File: src/dual_fifo_pkg.sv
// Constants and encodings shared by the dual datapath FIFO block
package dual_fifo_pkg;
    // ------------------------------------------------------------
    // Sizes and reset values
    // ------------------------------------------------------------
    localparam int FIFO_DEPTH = 4;
    localparam int BYTE_W = 8;
    localparam logic [7:0] RESET_BYTE = 8'h00;
    localparam int HALF_LEVEL = 2;
    localparam int CLK_PERIOD_NS = 5;
    // ------------------------------------------------------------
    // Source select codes
    // ------------------------------------------------------------
    localparam logic [1:0] SRC_BUS = 2'h0;
    localparam logic [1:0] SRC_ACC0 = 2'h1;
    localparam logic [1:0] SRC_ACC1 = 2'h2;
    localparam logic [1:0] SRC_ALU = 2'h3;
    // ------------------------------------------------------------
    // Status synchronisation modes
    // ------------------------------------------------------------
    localparam logic [1:0] SYNC_DIRECT = 2'h0;
    localparam logic [1:0] SYNC_ONCE = 2'h1;
    localparam logic [1:0] SYNC_TWICE = 2'h2;
    // ------------------------------------------------------------
    // Bus target codes
    // ------------------------------------------------------------
    localparam logic [2:0] TGT_FIFO0 = 3'h0;
    localparam logic [2:0] TGT_FIFO1 = 3'h1;
    localparam logic [2:0] TGT_ACC0 = 3'h2;
    localparam logic [2:0] TGT_ACC1 = 3'h3;
    localparam logic [2:0] TGT_DATA0 = 3'h4;
    localparam logic [2:0] TGT_DATA1 = 3'h5;
endpackage : dual_fifo_pkg

File: src/fifo_port_if.sv
// Interface between the block top and one byte FIFO
`timescale 1ns/10ps
interface fifo_port_if #(parameter int DEPTH = 4, parameter int WIDTH = 8);
    logic push;
    logic [WIDTH-1:0] push_data;
    logic pop;
    logic [WIDTH-1:0] pop_data;
    logic single;
    logic wipe;
    logic [$clog2(DEPTH):0] fill;
    modport core (input push, push_data, pop, single, wipe, output pop_data, fill);
    modport user (output push, push_data, pop, single, wipe, input pop_data, fill);
endinterface : fifo_port_if

File: src/byte_fifo.sv
// One circular byte FIFO with single-buffer mode and overwrite on overflow
`timescale 1ns/10ps
module byte_fifo import dual_fifo_pkg::*; #(
    parameter int DEPTH = FIFO_DEPTH,
    parameter int WIDTH = BYTE_W
) (
    input wire logic clk_sys,
    input wire logic rst,
    fifo_port_if.core f
);
    localparam int AW = $clog2(DEPTH);
    localparam logic [AW:0] DEPTH_W = (AW+1)'(DEPTH);

    initial begin
        if (DEPTH < 2 || (1 << AW) != DEPTH) begin
            $error("byte_fifo: DEPTH must be a power of two, at least 2");
        end
    end

    logic [WIDTH-1:0] mem [DEPTH];
    logic [AW:0] wr_ptr_reg;
    logic [AW:0] rd_ptr_reg;
    wire [AW:0] level = wr_ptr_reg - rd_ptr_reg;
    wire full = (level == DEPTH_W);
    wire empty = (level == '0);
    wire do_pop = f.pop & ~empty & ~f.single;
    wire do_push = f.push & ~f.single & (~full | do_pop);
    wire overwrite = f.push & ~f.single & full & ~do_pop;
    wire [AW-1:0] wr_idx = wr_ptr_reg[AW-1:0];
    wire [AW-1:0] rd_idx = rd_ptr_reg[AW-1:0];

    // Output view; single-buffer mode shows the one held byte, no fill
    assign f.pop_data = f.single ? mem[0] : mem[rd_idx];
    assign f.fill = f.single ? '0 : level;

    // Pointers: held at zero in single mode, untouched by overwrite
    always_ff @(posedge clk_sys) begin
        if (rst || f.wipe || f.single) begin
            wr_ptr_reg <= '0;
            rd_ptr_reg <= '0;
        end else begin
            wr_ptr_reg <= wr_ptr_reg + (AW+1)'(do_push); // [RULE_21]
            rd_ptr_reg <= rd_ptr_reg + (AW+1)'(do_pop); // [RULE_25]
        end
    end

    // Storage, cleared on reset and sleep
    always_ff @(posedge clk_sys) begin
        if (rst || f.wipe) begin
            for (int i = 0; i < DEPTH; i++) begin
                mem[i] <= RESET_BYTE;
            end
        end else if (f.single && f.push) begin
            mem[0] <= f.push_data; // [RULE_06]
        end else if (overwrite) begin
            mem[rd_idx] <= f.push_data; // [RULE_25]
        end else if (do_push) begin
            mem[wr_idx] <= f.push_data;
        end
    end
endmodule : byte_fifo

File: src/datapath_dual_fifo.sv
// Two datapath byte FIFOs with accumulators, data registers and status
//
// Contract
// RULE_01: Two four-byte FIFOs, each direction configurable.
// RULE_02: Sleep clears accumulators and FIFOs to zero.
// RULE_03: Data registers keep contents across sleep.
// RULE_04: Accumulators load from ALU, data register, FIFO.
// RULE_05: Input: bus writes, datapath reads; output reversed.
// RULE_06: Single-buffer: one byte, no status, overwritable.
// RULE_07: Load control selectable level or edge triggered.
// RULE_08: Level mode writes each sampled high cycle.
// RULE_09: Normal samples datapath clock, fast every cycle.
// RULE_10: Software capture: accumulator read loads its FIFO.
// RULE_11: Software capture passes along the chain upward.
// RULE_12: Block status direct, once or twice synchronised.
// RULE_13: Per-FIFO inverted datapath clock polarity bit.
// RULE_14: Source select: bus, accumulator zero, one, ALU.
// RULE_15: Input feeds registers; output sources accumulators, ALU.
// RULE_16: Each FIFO gives bus and block status.
// RULE_17: Input bus status: one or two free.
// RULE_18: Input block status signals empty.
// RULE_19: Output bus status: one or two readable.
// RULE_20: Output block status signals full.
// RULE_21: Same-cycle write and read handled correctly.
// RULE_22: Fast-mode load driver must meet system timing.
// RULE_23: Edge mode captures rising edge after low.
// RULE_24: Edges sampled at FIFO clock; one shared bit.
// RULE_25: Overflow overwrites front; pointers stay accurate.
// RULE_26: Reset leaves FIFOs empty, status matching empty; status outputs reset to zero; bus status, direct block status follow from the next edge.
`timescale 1ns/10ps
module datapath_dual_fifo import dual_fifo_pkg::*; #(
    parameter int DEPTH = FIFO_DEPTH
) (
    input wire logic clk_sys,
    input wire logic rst,
    input wire logic sleep,
    input wire logic dp_clk_rise_en,
    input wire logic dp_clk_fall_en,
    input wire logic [1:0] fifo_source_select_zero,
    input wire logic [1:0] fifo_source_select_one,
    input wire logic [1:0] fifo_level_threshold,
    input wire logic [1:0] fifo_clear,
    input wire logic [1:0] fifo_clk_invert,
    input wire logic edge_mode,
    input wire logic fast_mode,
    input wire logic sw_capture_en,
    input wire logic chain_enable,
    input wire logic [1:0] chain_capture_in,
    input wire logic [1:0] status_sync_mode,
    input wire logic [1:0] fifo_capture_load,
    input wire logic [7:0] alu_result,
    input wire logic [1:0] dp_acc_from_fifo,
    input wire logic [1:0] dp_data_from_fifo,
    input wire logic [1:0] dp_acc_from_data,
    input wire logic [1:0] dp_acc_from_alu,
    input wire logic bus_wr_en,
    input wire logic bus_rd_en,
    input wire logic [2:0] bus_addr,
    input wire logic [7:0] bus_wr_data,
    output logic [7:0] bus_rd_data,
    output logic [7:0] accumulator_zero,
    output logic [7:0] accumulator_one,
    output logic [7:0] data_reg_zero,
    output logic [7:0] data_reg_one,
    output logic [1:0] bus_status,
    output logic [1:0] block_status,
    output logic [1:0] chain_capture_out
);
    localparam int AW = $clog2(DEPTH);
    localparam logic [AW:0] DEPTH_W = (AW+1)'(DEPTH);
    localparam logic [AW:0] HALF_W = (AW+1)'(HALF_LEVEL);

    initial begin
        if (DEPTH < HALF_LEVEL) begin
            $error("datapath_dual_fifo: DEPTH below half level threshold");
        end
    end

    // ------------------------------------------------------------
    // Bus decode
    // ------------------------------------------------------------
    function automatic logic hits(input logic [2:0] addr, input logic [2:0] tgt);
        hits = (addr == tgt);
    endfunction : hits

    wire wr_fifo0 = bus_wr_en & hits(bus_addr, TGT_FIFO0);
    wire wr_fifo1 = bus_wr_en & hits(bus_addr, TGT_FIFO1);
    wire rd_fifo0 = bus_rd_en & hits(bus_addr, TGT_FIFO0);
    wire rd_fifo1 = bus_rd_en & hits(bus_addr, TGT_FIFO1);
    wire rd_acc0 = bus_rd_en & hits(bus_addr, TGT_ACC0);
    wire rd_acc1 = bus_rd_en & hits(bus_addr, TGT_ACC1);
    wire wr_acc0 = bus_wr_en & hits(bus_addr, TGT_ACC0);
    wire wr_acc1 = bus_wr_en & hits(bus_addr, TGT_ACC1);
    wire wr_data0 = bus_wr_en & hits(bus_addr, TGT_DATA0);
    wire wr_data1 = bus_wr_en & hits(bus_addr, TGT_DATA1);
    wire wipe = sleep;

    // ------------------------------------------------------------
    // Per-FIFO control
    // ------------------------------------------------------------
    wire [1:0] src_sel [2];
    assign src_sel[0] = fifo_source_select_zero;
    assign src_sel[1] = fifo_source_select_one;
    wire [1:0] bus_wr_fifo = {wr_fifo1, wr_fifo0};
    wire [1:0] bus_rd_fifo = {rd_fifo1, rd_fifo0};
    wire [1:0] bus_rd_acc = {rd_acc1, rd_acc0};

    logic [1:0] load_prev_reg;
    logic [1:0] sync1_reg;
    logic [1:0] sync2_reg;
    logic [1:0] chain_capture_out_next;
    logic [1:0] out_dir;
    logic [1:0] dp_en;
    logic [1:0] samp_en;
    logic [1:0] hw_trig;
    logic [1:0] sw_cap;
    logic [1:0] cap_fire;
    logic [1:0] bus_stat_raw;
    logic [1:0] blk_stat_raw;
    logic [1:0] blk_stat_sel;
    logic [7:0] fifo_out [2];

    fifo_port_if #(.DEPTH(DEPTH), .WIDTH(BYTE_W)) f_if [2] ();

    for (genvar i = 0; i < 2; i++) begin : g_fifo
        wire [AW:0] fill = f_if[i].fill;
        wire [AW:0] room = DEPTH_W - fill;
        wire single = fifo_clear[i];
        // Direction from source select: only the bus code is input
        assign out_dir[i] = (src_sel[i] != SRC_BUS); // [RULE_14]
        // FIFO clock phase: rising or inverted datapath clock
        assign dp_en[i] = fifo_clk_invert[i] ? dp_clk_fall_en : dp_clk_rise_en; // [RULE_13]
        // Load control sampled at datapath rate or every system cycle
        assign samp_en[i] = fast_mode | dp_en[i]; // [RULE_09] [RULE_22]
        // Level: fire while high; edge: fire on low-to-high only
        assign hw_trig[i] = samp_en[i] & fifo_capture_load[i]
            & (~edge_mode | ~load_prev_reg[i]); // [RULE_07] [RULE_08] [RULE_23] [RULE_24]
        // Accumulator read or chained neighbour read captures
        assign sw_cap[i] = sw_capture_en
            & (bus_rd_acc[i] | (chain_enable & chain_capture_in[i])); // [RULE_10] [RULE_11]
        assign cap_fire[i] = out_dir[i] & (hw_trig[i] | sw_cap[i]);
        assign chain_capture_out_next[i] = sw_cap[i];

        // Write side: bus in input direction, capture source otherwise
        assign f_if[i].push = out_dir[i] ? cap_fire[i] : bus_wr_fifo[i]; // [RULE_05]
        assign f_if[i].push_data = (src_sel[i] == SRC_ACC0) ? accumulator_zero :
                                   (src_sel[i] == SRC_ACC1) ? accumulator_one :
                                   (src_sel[i] == SRC_ALU) ? alu_result :
                                   bus_wr_data; // [RULE_14] [RULE_15]
        // Read side: datapath load in input direction, bus otherwise
        assign f_if[i].pop = out_dir[i] ? bus_rd_fifo[i]
            : (dp_en[i] & (dp_acc_from_fifo[i] | dp_data_from_fifo[i])); // [RULE_05] [RULE_15]
        assign f_if[i].single = single;
        assign f_if[i].wipe = wipe;
        assign fifo_out[i] = f_if[i].pop_data;

        // Bus status: threshold on free room or on readable bytes
        assign bus_stat_raw[i] = single ? 1'b0 :
            out_dir[i] ? (fifo_level_threshold[i] ? fill >= HALF_W : fill != '0) // [RULE_19]
                       : (fifo_level_threshold[i] ? room >= HALF_W : room != '0); // [RULE_17]
        // Block status: full for output, empty for input
        assign blk_stat_raw[i] = single ? 1'b0 :
            out_dir[i] ? (fill == DEPTH_W) : (fill == '0); // [RULE_18] [RULE_20]
        // Output status of the chosen synchronisation depth
        assign blk_stat_sel[i] = (status_sync_mode == SYNC_ONCE) ? sync1_reg[i] :
                                 (status_sync_mode == SYNC_TWICE) ? sync2_reg[i] :
                                 blk_stat_raw[i]; // [RULE_12]

        byte_fifo #(.DEPTH(DEPTH), .WIDTH(BYTE_W)) u_fifo (
            .clk_sys(clk_sys),
            .rst(rst),
            .f(f_if[i])
        ); // [RULE_01]
    end

    // ------------------------------------------------------------
    // Sampling, synchronisers and status outputs
    // ------------------------------------------------------------
    // Previous load level, taken only at each FIFO sample point
    always_ff @(posedge clk_sys) begin
        if (rst) begin
            load_prev_reg <= 2'h0;
        end else begin
            for (int i = 0; i < 2; i++) begin
                if (samp_en[i]) begin
                    load_prev_reg[i] <= fifo_capture_load[i]; // [RULE_24]
                end
            end
        end
    end

    // Block status staged on the FIFO datapath clock
    always_ff @(posedge clk_sys) begin
        if (rst) begin
            sync1_reg <= 2'h0;
            sync2_reg <= 2'h0;
        end else begin
            for (int i = 0; i < 2; i++) begin
                if (dp_en[i]) begin
                    sync1_reg[i] <= blk_stat_raw[i]; // [RULE_12]
                    sync2_reg[i] <= sync1_reg[i];
                end
            end
        end
    end

    // Registered status and chain outputs; valid one edge after reset
    always_ff @(posedge clk_sys) begin
        if (rst) begin
            bus_status <= 2'h0;
            block_status <= 2'h0;
            chain_capture_out <= 2'h0;
        end else begin
            bus_status <= bus_stat_raw; // [RULE_16] [RULE_26]
            block_status <= blk_stat_sel; // [RULE_16]
            chain_capture_out <= chain_capture_out_next; // [RULE_11]
        end
    end

    // ------------------------------------------------------------
    // Accumulators and data registers
    // ------------------------------------------------------------
    // Accumulators: bus write, else FIFO, data register, ALU
    always_ff @(posedge clk_sys) begin
        if (rst || sleep) begin
            accumulator_zero <= RESET_BYTE; // [RULE_02]
            accumulator_one <= RESET_BYTE;
        end else begin
            if (wr_acc0) begin
                accumulator_zero <= bus_wr_data;
            end else if (dp_en[0] && dp_acc_from_fifo[0] && !out_dir[0]) begin
                accumulator_zero <= fifo_out[0]; // [RULE_04]
            end else if (dp_en[0] && dp_acc_from_data[0]) begin
                accumulator_zero <= data_reg_zero;
            end else if (dp_en[0] && dp_acc_from_alu[0]) begin
                accumulator_zero <= alu_result;
            end
            if (wr_acc1) begin
                accumulator_one <= bus_wr_data;
            end else if (dp_en[1] && dp_acc_from_fifo[1] && !out_dir[1]) begin
                accumulator_one <= fifo_out[1]; // [RULE_04]
            end else if (dp_en[1] && dp_acc_from_data[1]) begin
                accumulator_one <= data_reg_one;
            end else if (dp_en[1] && dp_acc_from_alu[1]) begin
                accumulator_one <= alu_result;
            end
        end
    end

    // Data registers: reset only, never cleared by sleep
    always_ff @(posedge clk_sys) begin
        if (rst) begin
            data_reg_zero <= RESET_BYTE;
            data_reg_one <= RESET_BYTE;
        end else begin
            if (wr_data0) begin
                data_reg_zero <= bus_wr_data; // [RULE_03]
            end else if (dp_en[0] && dp_data_from_fifo[0] && !out_dir[0]) begin
                data_reg_zero <= fifo_out[0]; // [RULE_15]
            end
            if (wr_data1) begin
                data_reg_one <= bus_wr_data; // [RULE_03]
            end else if (dp_en[1] && dp_data_from_fifo[1] && !out_dir[1]) begin
                data_reg_one <= fifo_out[1]; // [RULE_15]
            end
        end
    end

    // ------------------------------------------------------------
    // Bus read data
    // ------------------------------------------------------------
    wire [7:0] rd_mux = hits(bus_addr, TGT_FIFO0) ? fifo_out[0] :
                        hits(bus_addr, TGT_FIFO1) ? fifo_out[1] :
                        hits(bus_addr, TGT_ACC0) ? accumulator_zero :
                        hits(bus_addr, TGT_ACC1) ? accumulator_one :
                        hits(bus_addr, TGT_DATA0) ? data_reg_zero :
                        hits(bus_addr, TGT_DATA1) ? data_reg_one : 8'h00;

    // Read data registered one cycle after the read strobe
    always_ff @(posedge clk_sys) begin
        if (rst) begin
            bus_rd_data <= 8'h00;
        end else if (bus_rd_en) begin
            bus_rd_data <= rd_mux; // [RULE_05]
        end
    end
endmodule : datapath_dual_fifo

File: config.mk
export PLATFORM = sky130hd
export DESIGN_NAME = datapath_dual_fifo
export DESIGN_NICKNAME = d
export VERILOG_FILES = /design/src/dual_fifo_pkg.sv /design/src/fifo_port_if.sv /design/src/byte_fifo.sv /design/src/datapath_dual_fifo.sv
export SDC_FILE = /design/constraint.sdc
export NUM_CORES = 1
export LEC_CHECK = 0
export ABC_AREA = 1
export BUFFER_PORTS_ARGS = -buffer_cell sky130_fd_sc_hd__buf_4
export CAP_MARGIN = 10
export CORE_ASPECT_RATIO = 1.5
export CORE_MARGIN = 2
export CORE_UTILIZATION = 58
export DETAILED_ROUTE_END_ITERATION = 6
export PLACE_DENSITY = 0.91
export SLEW_MARGIN = 40
export SYNTH_ARGS = -nofsm -noshare
export SYNTH_HDL_FRONTEND = slang
export SYNTH_SLANG_ARGS = --single-unit
File: constraint.sdc
create_clock -name clk_sys -period 2.94 [get_ports clk_sys]
set_input_delay 0.735 -clock clk_sys [delete_from_list [all_inputs] [get_ports clk_sys]]
set_output_delay 0.735 -clock clk_sys [all_outputs]
set_load 0.05 [all_outputs]
After elaboration in Yosys (flattened, before gate mapping)
Memory sizes are Yosys's and may differ from the RTL's. A register that Yosys moved wholly into a read port is not among the register bits.
Cells that the tools add are included.
Operators by class
  bitwise operators: 59
  muxes and demuxes: 90
  reductions and logical operators: 40
  equal/unequal tests: 17
  add/subtract/negate cells: 8
  $lt $le $gt $ge: 4
Operator list (count)
  $mux 8: 32
  $mux 1: 50
  $and 1x1->1: 34
  $reduce_or 8->1: 4
  $eq 3x3->1 const B: 6
  $logic_not 3->1: 5
  $logic_and 1x1->1: 14
  $or 1x1->1: 14
  $add 3x1->3: 4
  $ge 3x2->1 const B: 4
  $mux 2: 6
  $reduce_bool 3->1: 4
  $not 1->1: 11
  $eq 2x2->1 const B: 5
  $reduce_bool 2->1: 4
  $reduce_bool 4->1: 2
  $eq 2x1->1 const B: 3
  $eq 3x2->1 const B: 2
  $mux 3: 2
  $sub 3x3->3: 2
  $sub 3x3->3 const A: 2
  $reduce_or 2->1: 2
  $eq 3x1->1 const B: 1
  $logic_or 1x1->1: 3
  $logic_not 1->1: 2
Storage, ports and cells
  register bits after elaboration: 64
  input port bits: 54
  memory bits (writable): 64
  logic and storage cells: 239
  memories: 2
  output and inout port bits: 46
Memories
  g_fifo[0].u_fifo.mem: depth 4, width 8, rd ports 2, clocked after Yosys merged registers in 1, wr ports 4, RTL line byte_fifo.sv:20  | logic [WIDTH-1:0] mem [DEPTH];
  g_fifo[1].u_fifo.mem: depth 4, width 8, rd ports 2, clocked after Yosys merged registers in 1, wr ports 4, RTL line byte_fifo.sv:20

Logic depth before layout (Yosys ltp)
  word-level depth: 17
  depth in mapped cells: 15
  gate-level depth less buffers: 15

Hierarchy
A second synthesis with hierarchy kept.
Unflattened totals
  cell total of the unflattened synthesis: 1144
  area, all modules: 8541.9 um^2
Modules (own cells, without submodules)
  byte_fifo: area an instance 2138.3 um^2, seq. area each 1081.0 um^2, cells each 217, instances 2
  datapath_dual_fifo: area an instance 4265.3 um^2, seq. area each 1041.0 um^2, cells each 710, instances 1

Worst setup path after synthesis
Ideal clock, no wire load.
  path type: reg-to-reg
  start: register g_fifo[0].u_fifo.rd_ptr_reg[1]
  end: memory g_fifo[0].u_fifo.mem[3][0] (enable)
  cell stages (with the launch flop): 14
  arrival time: 2.278 ns
  clock period less this slack: 2.649 ns
  setup time: 0.370 ns
  path slack: 0.291 ns
  path buffers: 2
  data required time: 2.570 ns
  path through: dfxtp_1 buf_2 inv_1 buf_2 fa_1 inv_1 nand2_1 nor2_1 nand2_2 nand4_1 nand3_4 nand3_1 nand2_1 nor2_1
RTL lines
  start, declared: RTL line byte_fifo.sv:22  | logic [AW:0] rd_ptr_reg;
  start signal, assigned: RTL line byte_fifo.sv:43  | rd_ptr_reg <= rd_ptr_reg + (AW+1)'(do_pop);
  end, declared: RTL line byte_fifo.sv:20

==> results.yml <==
clock_network:
  cts_buffers: 17
  cts_hold_buf: 0
  cts.sinks: 128
  clock_path_buffers: 2
  cts_tree: "yes"
  clk_pin_slew_ps: 60
  cts_root_buf: "clkbuf_16"
  clock_latency_ps: 430
  cts_max_level: 4
sta:
  fin_crit_sh_pct: 91.8
  rsz0062_at_grt: "false"
  worst_pin_slew_ps: 689
  final.setup_skew_ps: 8.66
  fmax_ghz: 0.371
  hold_violations: 0
  fin_setup_tns_ps: 0
  setup_viol: 0
  period_needed_ps: 2700
  maxSlewViolCount: 0
  slew_headroom_pct: 53.6
setup_path:
  path_class: "flop to flop"
  r2r-start: "g_fifo[1].u_fifo.wr_ptr_reg[0]$_SDFF_PP0_"
  cp_max_fo: 9
  setup.worst_path.start: "g_fifo[1].u_fifo.wr_ptr_reg[0]$_SDFF_PP0_"
  cp.arrival_ps: 2820
  required_ps: 3060
  startpoint_type: "flop"
  end_kind: "flop"
floorplan:
  design.die.area_um2: 13700
  rows: 50
  ios: 100
  fp.dieW_um: 96.2
  initial_core_util_pct: 59.4
  die_y_um: 142
  core_um2: 12400
synth:
  yosysMostFrequentCell: "nand2_1"
  yosysWarnings: 0
  yosysSeqAreaShare_pct: 43.3
  ys_ff_latch: 128
  synth_flop_cell: "edfxtp_1"
  ys_types: 42
  mappedNetlistNets: 1060
  syn_area_um2: 7400
  synth_area_leaders: "edfxtp_1 26%, dfxtp_1 17%, nand2_1 11%"
  synth-async-reset-ratio_pct: 0
  ys_top_cells_by_count: "213 x nand2_1, 124 x nor2_1, 121 x inv_1"
  synth_top_area_cell: "edfxtp_1"
  synth-edff-count: 64
  synth_cells: 984
  synth_top_area_share_pct: 26.0
  syn_area_per_cell_um2: 7.52
placed_design:
  dpl.cell_count: 1236
  io_buffers: 99
  place_congestion: 1.02
  dp.final_hpwl_um: 18800
global_route:
  grt_pass1_wl_um: 37800
  gr-total-overflow: 0
  antenna_found_initial: 0
  grt_pass1_vias: 7542
  grt_usage_pct: 37.2
  grt_max_degree: 37
run_status:
  outcome: "completed"
power_and_ir_drop:
  irDropWorstVdd_uv: 485
  total_power_mw: 4.87
  p_leak_nw: 3.72
  power.density_nw_per_um2: 539
route:
  drcViolationCount: 0
  wl_um: 24800
  viasPerCell: 6.14
  dr.first_iter.drc_count: 794
  drtAntennaViolNets: 0
  drt_first_pass_iters: 7
  num_vias: 7789
  wl_per_cell_um: 19.5
finish:
  largest-register: "g_fifo.u_fifo.mem"
  syn2layout_area_growth_pct: 22.0
  drive_above_1_share_pct: 17.5
  n_fill_cell: 967
  largest_reg_flops: 64
  diodes: 0
  stdcell_count: 1268
  nets: 1175
run:
  max-cap-violations: 0
worst_hold_path:
  holdCritStartpoint: "sync2_reg[1]$_SDFFE_PP0P_"
  hold_path.class: "flop to flop"
==> per-stage QoR <==
stage	hold slack (ps)	area (um^2)	util (%)	worst slack, ps
5_1_grt	511	9030	72.5	21.2
3_3_place_gp	451	8420	67.6	311
6_report	468	9030	72.5	242
4_1_cts	469	9020	72.5	176
3_5_place_dp	460	8420	67.6	215
2_1_floorplan	440	7400	-	291
==> final cells by class <==
class | instances | area (um^2) | area share [%]
Clock buffer | 18 | 429 | 4.75
Clock inverter | 14 | 180 | 2.00
Inverter | 132 | 498 | 5.51
Multi-Input combinational cell | 694 | 3580 | 39.6
Sequential cell | 128 | 3200 | 35.5
Tap cell | 156 | 195 | 2.16
Timing Repair Buffer | 126 | 946 | 10.5
==> power breakdown <==
| group | switching [mW] | internal [mW] |
|---|---|---|
| sequential | 0.0471 | 1.96 |
| clock | 0.866 | 1.35 |
| combinational | 0.441 | 0.202 |
| total | 1.35 | 3.51 |
==> path summary, 6_finish.rpt <==
kind	endpoint	slack (ps)	cells past startpoint
setup / recovery	g_fifo[1].u_fifo.mem[0][2]$_SDFFCE_PN0P_	240	12
hold / removal	sync2_reg[1]$_SDFFE_PP0P_	470	2
setup reg to reg	g_fifo[1].u_fifo.mem[0][2]$_SDFFCE_PN0P_	240	12
hold reg to reg	sync2_reg[1]$_SDFFE_PP0P_	470	2
==> cells by family (layout without fill, tap and decap cells) <==
logic type,count (synthesis),count (layout),synth area share [%]
and+or+nand+nor,431,431,24.8
AOI/OAI and AO/OA,236,236,19.0
buffers and inverters,162,290,8.44
DFF,128,128,43.3
adders and majority gates,22,22,3.92
xor gates and xnor gates,5,5,0.592
==> per-layer routing <==
metal	GRT usage [%]	vias to the layer above	share of wire, %	wire length, um
li1	-	3575	-	-
met1	38.1	3569	32	8010
met2	65.1	482	51	12700
met3	6.14	163	7.8	1940
met4	28.6	0	8.4	2090
met5	0	-	0	0
==> layout by cell type (no fill, tap or decap), types with 8 or more instances in the layout <==
cell type / instances
nand2_1: 211
buf_4: 126
nor2_1: 124
inv_1: 121
o21ai_0: 78
dfxtp_1: 64
edfxtp_1: 64
nand3_1: 55
a21oi_1: 42
o22ai_1: 31
a31oi_1: 29
o211ai_1: 22
ha_1: 20
clkbuf_16: 17
nand2_2: 10
inv_2: 8
==> repair_timing <==
action | 4_1_cts | 5_1_grt
buffers inserted | 0 | 0
resized for setup | 0 | 2
setup endpoints to repair | 0 | 16
endpoints found under the hold margin | 0 | 0
==> worst max-delay path: stages (launching register included) <==
cell     delay (ps)
dfxtp_1         330
inv_1            70
ha_1            130
inv_1            50
fa_1            430
xor2_1          190
nor3_1          250
nand2_1         150
nand3_1         130
nand2_1          80
a21oi_2         200
nand2_2         180
nand2_2         210
(Power assumes the default switching activity.)
